## config.mk

```make
export PLATFORM = sky130hd
export DESIGN_NAME = cbl_exec
export DESIGN_NICKNAME = d
export VERILOG_FILES = /design/src/logic/cbl_pkg.sv /design/src/logic/cbl_cmp_flags.sv /design/src/logic/cbl_exec.sv
export SDC_FILE = /design/constraint.sdc
export NUM_CORES = 2
export LEC_CHECK = 0
export BUFFER_PORTS_ARGS = -buffer_cell sky130_fd_sc_hd__buf_2
export CELL_PAD_IN_SITES_DETAIL_PLACEMENT = 0
export CELL_PAD_IN_SITES_GLOBAL_PLACEMENT = 1
export CORE_MARGIN = 3
export CORE_UTILIZATION = 35
export CTS_CLUSTER_DIAMETER = 30
export CTS_CLUSTER_SIZE = 16
export DETAILED_ROUTE_END_ITERATION = 10
export PLACE_DENSITY_LB_ADDON = 0.1
export SLEW_MARGIN = 30
export SYNTH_ARGS = -nofsm -noshare
export SYNTH_HDL_FRONTEND = slang
export SYNTH_SLANG_ARGS = --single-unit
```

## constraint.sdc

```tcl
create_clock -name clk_sys -period 6.2 [get_ports clk_sys]
set_input_delay 0.62 -clock clk_sys [delete_from_list [all_inputs] [get_ports clk_sys]]
set_output_delay 0.62 -clock clk_sys [all_outputs]
set_load 0.01 [all_outputs]
```

## src/logic/cbl_pkg.sv

```systemverilog
// shared constants and types of the compare, branch and load execution core
package cbl_pkg;
	localparam int          PC_W      = 16;
	localparam int          NREG      = 32;
	// status flag bit positions
	localparam int          F_C       = 0;
	localparam int          F_Z       = 1;
	localparam int          F_N       = 2;
	localparam int          F_V       = 3;
	localparam int          F_S       = 4;
	localparam int          F_H       = 5;
	localparam int          F_T       = 6;
	localparam int          F_I       = 7;
	localparam logic [7:0]  FLAGS_RST = 8'h00;
	// pointer selectors and the low register of each pointer pair
	localparam logic [1:0]  PSEL_X    = 2'h0;
	localparam logic [1:0]  PSEL_Y    = 2'h1;
	localparam logic [1:0]  PSEL_Z    = 2'h2;
	localparam logic [4:0]  PTR_X_LO  = 5'h1A;
	localparam logic [4:0]  PTR_Y_LO  = 5'h1C;
	localparam logic [4:0]  PTR_Z_LO  = 5'h1E;
	localparam logic [15:0] PC_RST    = 16'h0000;
	localparam logic [15:0] SP_RST    = 16'h0FFF;
	localparam logic [15:0] IO_BASE   = 16'h0000;

	typedef enum logic [4:0] {
		OP_NOP, OP_CMPSKIP, OP_CP, OP_CMPCARRY, OP_CMPIMM,
		OP_SRBC, OP_SRBS, OP_SIOC, OP_SIOS,
		OP_BRSET, OP_BRCLR, OP_BRSGE, OP_BRSLT,
		OP_MOV, OP_CPYPAIR, OP_LDCONST, OP_LDD,
		OP_LDP, OP_LDPOST, OP_LDPRE, OP_RET, OP_IRET
	} cbl_op_t;

	// pre-decoded instruction as delivered by program memory
	typedef struct packed {
		cbl_op_t     op;
		logic [4:0]  rd;
		logic [4:0]  rr;
		logic [7:0]  imm;
		logic [2:0]  bsel;
		logic [1:0]  ptr;
		logic [6:0]  koff;
		logic [15:0] addr;
		logic        two_word;
	} cbl_instr_t;

	// data space read request
	typedef struct packed {
		logic        req;
		logic [15:0] addr;
	} cbl_dreq_t;
endpackage : cbl_pkg

```

## src/logic/cbl_cmp_flags.sv

```systemverilog
// subtract-compare flag generator, no result is written back
`timescale 1ns/100ps
module cbl_cmp_flags (
	input  wire logic [7:0] a,
	input  wire logic [7:0] b,
	input  wire logic       use_carry,
	input  wire logic [7:0] flags_in,
	output logic      [7:0] flags_out
);
	logic [7:0] r;
	logic       cin;

	// flags follow the borrow chain of a - b - c
	always_comb
	begin
		cin = use_carry & flags_in[cbl_pkg::F_C];
		r   = a - b - {7'h00, cin};
		flags_out = flags_in;
		flags_out[cbl_pkg::F_H] = (~a[3] & b[3]) | (b[3] & r[3]) | (r[3] & ~a[3]);
		flags_out[cbl_pkg::F_C] = (~a[7] & b[7]) | (b[7] & r[7]) | (r[7] & ~a[7]);
		flags_out[cbl_pkg::F_V] = (a[7] & ~b[7] & ~r[7]) | (~a[7] & b[7] & r[7]);
		flags_out[cbl_pkg::F_N] = r[7];
		// with carry, zero only stays set across a chained compare
		flags_out[cbl_pkg::F_Z] = (r == 8'h00)
			& (~use_carry | flags_in[cbl_pkg::F_Z]);
		flags_out[cbl_pkg::F_S] = r[7] ^ flags_out[cbl_pkg::F_V];
	end
endmodule : cbl_cmp_flags

```

## src/logic/cbl_exec.sv

```systemverilog
// execution core for compare/skip, flag branches and data loads
// Summary of operation
// - compare-skip-equal skips next instruction on equal; flags kept; 1/2/3 cycles
// - compare forms subtract without write-back, update six flags in one cycle
// - register bit skips skip on cleared or set bit; 1/2/3 cycles
// - I/O bit skips skip on cleared or set bit; 2/3/4 cycles
// - flag branches test selected bit; taken target pc+k+1; 1 or 2 cycles
// - carry branches: lower when carry one, same-or-higher when zero
// - signed ge when N xor V is zero, signed lt when one
// - half-carry branches test H for one or zero
// - transfer-bit branches test T for one or zero
// - overflow branches test V for one or zero
// - interrupt branches test I for one or zero, I unchanged
// - direct load copies byte at absolute address; two cycles plus waits
// - pointer load reads in one cycle; post-increment form bumps pointer
// - pre-decrement load lowers pointer first, then reads; two cycles
`timescale 1ns/100ps
module cbl_exec (
	input  wire logic               clk_sys,
	input  wire logic               sys_rst,
	output logic             [15:0] pc,
	input  wire cbl_pkg::cbl_instr_t prog_instr,
	output cbl_pkg::cbl_dreq_t      dmem,
	input  wire logic         [7:0] dmem_rdata,
	input  wire logic               dmem_ready,
	input  wire logic               flags_wr,
	input  wire logic         [7:0] flags_wdata,
	output logic              [7:0] status_flags,
	input  wire logic         [4:0] peek_sel,
	output logic              [7:0] peek_data
);
	typedef enum {ST_EXEC, ST_SKIP, ST_SKIP2, ST_IOTEST, ST_BRTAKE,
		ST_LOAD, ST_POPH, ST_POPL, ST_RETEND} cbl_state_t;

	cbl_state_t           state_reg, state_next;
	logic [15:0]          pc_reg, pc_next;
	logic [15:0]          sp_reg, sp_next;
	logic [15:0]          addr_reg, addr_next;
	logic [7:0]           flags_reg, flags_next;
	logic [4:0]           dst_reg, dst_next;
	logic [2:0]           bsel_reg, bsel_next;
	logic                 want_reg, want_next;
	logic                 iret_reg, iret_next;
	logic [7:0]           pch_reg, pch_next;
	logic [31:0][7:0]     rf_reg, rf_next;
	logic [7:0]           cmp_b;
	logic [7:0]           cmp_flags;
	logic                 br_hit;
	logic [15:0]          ptr;
	logic [15:0]          br_target;
	cbl_pkg::cbl_instr_t  ins;

	// pointer pair value and its low register index
	function automatic logic [4:0] ptr_lo(input logic [1:0] s);
		ptr_lo = (s == cbl_pkg::PSEL_X) ? cbl_pkg::PTR_X_LO :
			(s == cbl_pkg::PSEL_Y) ? cbl_pkg::PTR_Y_LO : cbl_pkg::PTR_Z_LO;
	endfunction : ptr_lo

	function automatic logic [15:0] ptr_val(input logic [31:0][7:0] rf,
		input logic [1:0] s);
		ptr_val = {rf[ptr_lo(s) + 5'h01], rf[ptr_lo(s)]};
	endfunction : ptr_val

	assign ins          = prog_instr;
	assign pc           = pc_reg;
	assign status_flags = flags_reg;
	assign peek_data    = rf_reg[peek_sel];
	assign cmp_b        = (ins.op == cbl_pkg::OP_CMPIMM) ? ins.imm : rf_reg[ins.rr];
	assign ptr          = ptr_val(rf_reg, ins.ptr);
	assign br_target    = pc_reg + 16'h0001 + {{9{ins.koff[6]}}, ins.koff};

	// one bit index covers every named flag branch
	// equal/minus use Z/N, carry C, half H, transfer T, overflow V, irq I
	always_comb
	begin
		case (ins.op)
			cbl_pkg::OP_BRSET: br_hit = flags_reg[ins.bsel];
			cbl_pkg::OP_BRCLR: br_hit = ~flags_reg[ins.bsel];
			cbl_pkg::OP_BRSGE: br_hit = ~(flags_reg[cbl_pkg::F_N] ^ flags_reg[cbl_pkg::F_V]);
			cbl_pkg::OP_BRSLT: br_hit = flags_reg[cbl_pkg::F_N] ^ flags_reg[cbl_pkg::F_V];
			default:           br_hit = 1'b0;
		endcase
	end

	cbl_cmp_flags u_cmp (
		.a         (rf_reg[ins.rd]),
		.b         (cmp_b),
		.use_carry (ins.op == cbl_pkg::OP_CMPCARRY),
		.flags_in  (flags_reg),
		.flags_out (cmp_flags)
	);

	// next-state logic of the whole core; data reads are issued from here
	// so that a ready memory completes a pointer load in the same cycle
	always_comb
	begin
		state_next = state_reg;
		pc_next    = pc_reg;
		sp_next    = sp_reg;
		addr_next  = addr_reg;
		flags_next = flags_wr ? flags_wdata : flags_reg;
		dst_next   = dst_reg;
		bsel_next  = bsel_reg;
		want_next  = want_reg;
		iret_next  = iret_reg;
		pch_next   = pch_reg;
		rf_next    = rf_reg;
		dmem       = '0;
		case (state_reg)
			ST_EXEC:
			begin
				pc_next = pc_reg + 16'h0001;
				dst_next = ins.rd;
				case (ins.op)
					cbl_pkg::OP_CMPSKIP:
						if (rf_reg[ins.rd] == rf_reg[ins.rr])
							state_next = ST_SKIP;
					cbl_pkg::OP_CP, cbl_pkg::OP_CMPCARRY, cbl_pkg::OP_CMPIMM:
						flags_next = cmp_flags;
					cbl_pkg::OP_SRBC, cbl_pkg::OP_SRBS:
						if (rf_reg[ins.rr][ins.bsel] == (ins.op == cbl_pkg::OP_SRBS))
							state_next = ST_SKIP;
					cbl_pkg::OP_SIOC, cbl_pkg::OP_SIOS:
					begin
						// the I/O bit is only known after a data read
						addr_next  = cbl_pkg::IO_BASE + {10'h000, ins.addr[5:0]};
						bsel_next  = ins.bsel;
						want_next  = (ins.op == cbl_pkg::OP_SIOS);
						state_next = ST_IOTEST;
					end
					cbl_pkg::OP_BRSET, cbl_pkg::OP_BRCLR,
					cbl_pkg::OP_BRSGE, cbl_pkg::OP_BRSLT:
						if (br_hit)
						begin
							pc_next    = br_target;
							state_next = ST_BRTAKE;
						end
					cbl_pkg::OP_MOV:
						rf_next[ins.rd] = rf_reg[ins.rr];
					cbl_pkg::OP_CPYPAIR:
					begin
						rf_next[ins.rd] = rf_reg[ins.rr];
						rf_next[ins.rd + 5'h01] = rf_reg[ins.rr + 5'h01];
					end
					cbl_pkg::OP_LDCONST:
						rf_next[ins.rd] = ins.imm;
					cbl_pkg::OP_LDD:
					begin
						pc_next    = pc_reg + 16'h0002;
						addr_next  = ins.addr;
						state_next = ST_LOAD;
					end
					cbl_pkg::OP_LDP, cbl_pkg::OP_LDPOST:
					begin
						dmem.req  = 1'b1;
						dmem.addr = ptr;
						addr_next = ptr;
						if (ins.op == cbl_pkg::OP_LDPOST)
							{rf_next[ptr_lo(ins.ptr) + 5'h01], rf_next[ptr_lo(ins.ptr)]}
								= ptr + 16'h0001;
						if (dmem_ready)
							rf_next[ins.rd] = dmem_rdata;
						else
							state_next = ST_LOAD;
					end
					cbl_pkg::OP_LDPRE:
					begin
						{rf_next[ptr_lo(ins.ptr) + 5'h01], rf_next[ptr_lo(ins.ptr)]}
							= ptr - 16'h0001;
						addr_next  = ptr - 16'h0001;
						state_next = ST_LOAD;
					end
					cbl_pkg::OP_RET, cbl_pkg::OP_IRET:
					begin
						iret_next  = (ins.op == cbl_pkg::OP_IRET);
						state_next = ST_POPH;
					end
					default:
						state_next = ST_EXEC;
				endcase
			end
			ST_SKIP:
			begin
				// the skipped word tells whether a second word follows
				pc_next    = pc_reg + (ins.two_word ? 16'h0002 : 16'h0001);
				state_next = ins.two_word ? ST_SKIP2 : ST_EXEC;
			end
			ST_SKIP2:
				state_next = ST_EXEC;
			ST_BRTAKE:
				state_next = ST_EXEC;
			ST_IOTEST:
			begin
				dmem.req  = 1'b1;
				dmem.addr = addr_reg;
				if (dmem_ready)
					state_next = (dmem_rdata[bsel_reg] == want_reg) ?
						ST_SKIP : ST_EXEC;
			end
			ST_LOAD:
			begin
				// slow memory stretches the load by holding ready low
				dmem.req  = 1'b1;
				dmem.addr = addr_reg;
				if (dmem_ready)
				begin
					rf_next[dst_reg] = dmem_rdata;
					state_next = ST_EXEC;
				end
			end
			ST_POPH:
			begin
				dmem.req  = 1'b1;
				dmem.addr = sp_reg + 16'h0001;
				if (dmem_ready)
				begin
					pch_next   = dmem_rdata;
					state_next = ST_POPL;
				end
			end
			ST_POPL:
			begin
				dmem.req  = 1'b1;
				dmem.addr = sp_reg + 16'h0002;
				if (dmem_ready)
				begin
					pc_next    = {pch_reg, dmem_rdata};
					sp_next    = sp_reg + 16'h0002;
					state_next = ST_RETEND;
				end
			end
			ST_RETEND:
			begin
				if (iret_reg)
					flags_next[cbl_pkg::F_I] = 1'b1;
				state_next = ST_EXEC;
			end
			default:
				state_next = ST_EXEC;
		endcase
	end

	// state registers only
	always_ff @(posedge clk_sys)
	begin
		if (sys_rst)
		begin
			state_reg <= ST_EXEC;
			pc_reg    <= cbl_pkg::PC_RST;
			sp_reg    <= cbl_pkg::SP_RST;
			addr_reg  <= 16'h0000;
			flags_reg <= cbl_pkg::FLAGS_RST;
			dst_reg   <= 5'h00;
			bsel_reg  <= 3'h0;
			want_reg  <= 1'b0;
			iret_reg  <= 1'b0;
			pch_reg   <= 8'h00;
			rf_reg    <= '0;
		end
		else
		begin
			state_reg <= state_next;
			pc_reg    <= pc_next;
			sp_reg    <= sp_next;
			addr_reg  <= addr_next;
			flags_reg <= flags_next;
			dst_reg   <= dst_next;
			bsel_reg  <= bsel_next;
			want_reg  <= want_next;
			iret_reg  <= iret_next;
			pch_reg   <= pch_next;
			rf_reg    <= rf_next;
		end
	end

	// checks, all on clk_sys
	logic ex;
	assign ex = (state_reg == ST_EXEC);
endmodule : cbl_exec

```

==> results.yml <==
outcome:
  status: "complete, no violations"
final_layout:
  finish.instance_area_mm2: 0.0501
  area_growth_pct: 15.9
  drive_above_1_share: 0.172
  largest_reg_flops: 256
  final_nets: 5618
global_routing:
  grt_max_degree: 190
  grt_overflow_total: 0
  grt_usage: 0.391
  antenna_found_initial: 23
  grt_pass1_wl_um: 363000
  grt_pass1_vias: 47100
routing:
  vias_per_cell: 7.01
  antenna_left: 0
  routed_wl_um: 258000
  drt_first_pass_iters: 6
  drtIter0Drc: 7251
  drcViolationCount: 0
  vias: 50900
  wl_per_cell_um: 35.6
clock_network:
  cts.sink_count: 333
  cts_buffers: 150
  clk_pin_slew_worst_paths_ns: 0.04
  clock_latency_ns: 0.78
  cts_max_level: 4
  ctsHoldBuffers: 0
  cts_tree: "yes"
  cts_resized: 0
  cts_root_buf: "clkbuf_16"
  postCtsSetupRepairBufs: 0
  clockBufferDepth: 3
synth:
  ys_types: 91
  syn_inst: 5670
  syn_area_mm2: 0.0433
  yosys_warnings: 0
  async_flop_share: 0
  syn_nets: 5786
  seq_area_frac_synth: 0.154
  synth_edf_count: 0
  synth_seq_cells: 333
  synth_ff_type: "dfxtp_1"
  avgSynthCellArea_um2: 7.63
sta:
  setup_tns_ns: 0
  slew_headroom: 0.247
  fin_crit_sh: 0.747
  clock.fmax_mhz: 216
  hold_viol_final: 0
  fin_ws_ns: 1.57
  finalCriticalPeriod_ns: 4.63
  skew_ns: 0.0322
  setup_viol: 0
  maxSlewViolCount: 0
  grt_setup_unrepaired: "no"
  worst_slew_pin_slew_ns: 1.13
critical_path:
  cp_max_fo: 9
  ff2ff_path_depth: 16
  startpoint_type: "register"
  critPathCaptureType: "register"
  worst-r2r-setup-slack_ns: 1.57
  worstSetupPathType: "register to register"
  crit_required_ns: 6.89
  timing.rr.start: "rf_reg[232]"
  timing.rr.end: "status_flags[1]"
  startpoint: "rf_reg[232]"
  critPathArrivalTime_ns: 5.32
pwr:
  p_switching_w: 0.00695
  vdd_drop_max_mv: 0.294
  comb_power_share: 0.360
  swShare: 0.414
  intPower_w: 0.00983
  leakage_nw: 18.5
  p_total_w: 0.0168
  power_density_mw_per_mm2: 335
  p_seq_frac: 0.214
  p_clk_frac: 0.426
placed_design:
  placed_area_mm2: 0.0451
  gp_congestion: 1.03
  hpwl_um: 168000
  port_buffers: 125
  post-place-ws_ns: 0.862
min_path:
  min_from: "flags_wdata[6]"
  holdPathStages: 3
  holdPathEnd: "status_flags[6]"
  hp-class: "input port to register"
die:
  initial_core_util: 0.354
  fp-row-count: 128
  dieWidth_um: 358
  io_pins: 126
  die_area_mm2: 0.128
  die_y_um: 358
  coreArea_mm2: 0.122
run:
  drv_cap: 0
==> cell usage after synthesis, drive strengths merged, types with 5 or more instances <==
master   count  area, µm²
o21a        11       82.6
nor2b       28        178
a21o        13       97.6
ha          35        438
a21oi      748       3740
nand2b      19        119
and2        31        194
a311oi      17        149
o21ai      455       2280
a31oi       35        240
nor4         8       62.6
a221o       11        110
o31ai        6       50.1
a2111oi     16        141
mux4       253       5710
nor3       144        746
or3         13       81.3
a221oi     239       2090
nor2       585       2230
and3b        5       43.8
a211oi     190       1430
or2         12       75.1
nor3b        9       77.6
and3        32        200
o211a        6       60.1
o22ai       39        244
buf        228       1280
nand4       12       75.1
o221ai     183       1600
a211o        8       70.1
a22oi       54        405
a22o         7       61.3
o211ai      26        195
clkbuf     434       1630
nand3       77        390
mux2        37        424
mux2i      564       5650
inv         36        135
xnor2       93        815
dfxtp      333       6670
a21boi      20        150
nand2      490       1840
xor2        62        543
==> area by class of cell <==
type	count	area [µm²]
Multi-Input combinational cell	4637	33900
Antenna cell	16	40.0
Inverter	38	145
Clock inverter	32	444
Sequential cell	333	6670
Clock buffer	235	4470
Timing Repair Buffer	342	2480
Tap cell	1625	2030
Fill cell	12400	72100
==> power groups by stage <==
stage	sequential, W	combinational, W	clock (W)
6_report	0.00359	0.00604	0.00715
5_1_grt	0.00359	0.00642	0.00735
4_1_cts	0.00351	0.00588	0.00722
3_5_place_dp	0.00354	0.00585	0
3_3_place_gp	0.00354	0.00582	0
2_1_floorplan	0.00296	0.00403	0
==> through the flow <==
| stage | hold slack, ns | utilization | instances |
|---|---|---|---|
| floorplan | 0.436 | - | 5670 |
| global placement | 0.451 | 0.368 | 6972 |
| detailed placement | 0.454 | 0.369 | 6975 |
| CTS | 0.0568 | 0.410 | 7242 |
| global route | 0.150 | 0.410 | 7245 |
| finish | 0.129 | 0.410 | 7258 |
==> how the worst max path moves through the flow <==
| stage | slack [ns] | endpoint | cells after the start |
|---|---|---|---|
| 2_1_floorplan | 1.56 | status_flags[1] | 19 |
| 3_3_place_gp | 0.88 | status_flags[1] | 17 |
| 3_5_place_dp | 0.86 | status_flags[1] | 17 |
| 4_1_cts | 1.68 | status_flags[1] | 16 |
| 5_1_grt | 1.40 | status_flags[1] | 17 |
| 6_report | 1.57 | status_flags[1] | 16 |
==> layout by cell type, fill, tap and decap left out, types with 23 or more instances in the layout <==
master | netlist | routed
ha_1 | 35 | 34
o21ai_0 | 371 | 369
clkbuf_1 | 432 | 49
o22ai_1 | 39 | 39
clkbuf_16 | 0 | 153
buf_2 | 92 | 117
o211ai_1 | 26 | 26
a221oi_1 | 239 | 239
nor2_2 | 15 | 51
buf_4 | 19 | 207
dfxtp_1 | 333 | 333
a211oi_1 | 189 | 189
nand3_1 | 76 | 70
and2_1 | 30 | 23
xnor2_1 | 93 | 92
a21oi_1 | 748 | 745
nor2b_1 | 27 | 26
mux2i_1 | 564 | 563
a31oi_1 | 33 | 33
and3_1 | 32 | 32
mux2_2 | 35 | 32
o21ai_1 | 84 | 85
nand2_1 | 488 | 488
mux4_2 | 249 | 249
a22oi_1 | 54 | 54
o221ai_1 | 183 | 183
nor2_1 | 570 | 531
xor2_1 | 62 | 62
nor3_1 | 139 | 130
clkbuf_8 | 0 | 34
inv_1 | 35 | 35
==> worst max-delay path: stages, from the launching register on <==
cell      delay [ns]
dfxtp_1         0.53
mux4_1          0.60
a22o_1          0.24
a221oi_1        0.34
nand3_2         0.20
mux2_2          0.31
fa_1            0.42
fa_1            0.44
nand2_1         0.08
a21oi_1         0.09
o21bai_1        0.15
a21oi_1         0.09
xnor2_1         0.12
or4_1           0.53
nor4_1          0.20
a21oi_1         0.08
nor2_1          0.10
==> cell families after synthesis <==
| group | share of synthesized area |
|---|---|
| xor+xnor | 0.0314 |
| buf+inv | 0.0705 |
| fa+ha+maj | 0.0120 |
| mux | 0.272 |
| compound gates | 0.311 |
| flops | 0.154 |
| simple gates | 0.149 |
==> layer usage <==
layer  share of wire  up-vias  track usage
met3            0.11      948        0.113
met2            0.43     3727        0.580
li1                -    21500            -
met4           0.071       10        0.240
met1            0.39    24700        0.499
met5         0.00027        -            0
Note: power is estimated with default switching activity, not from simulation.
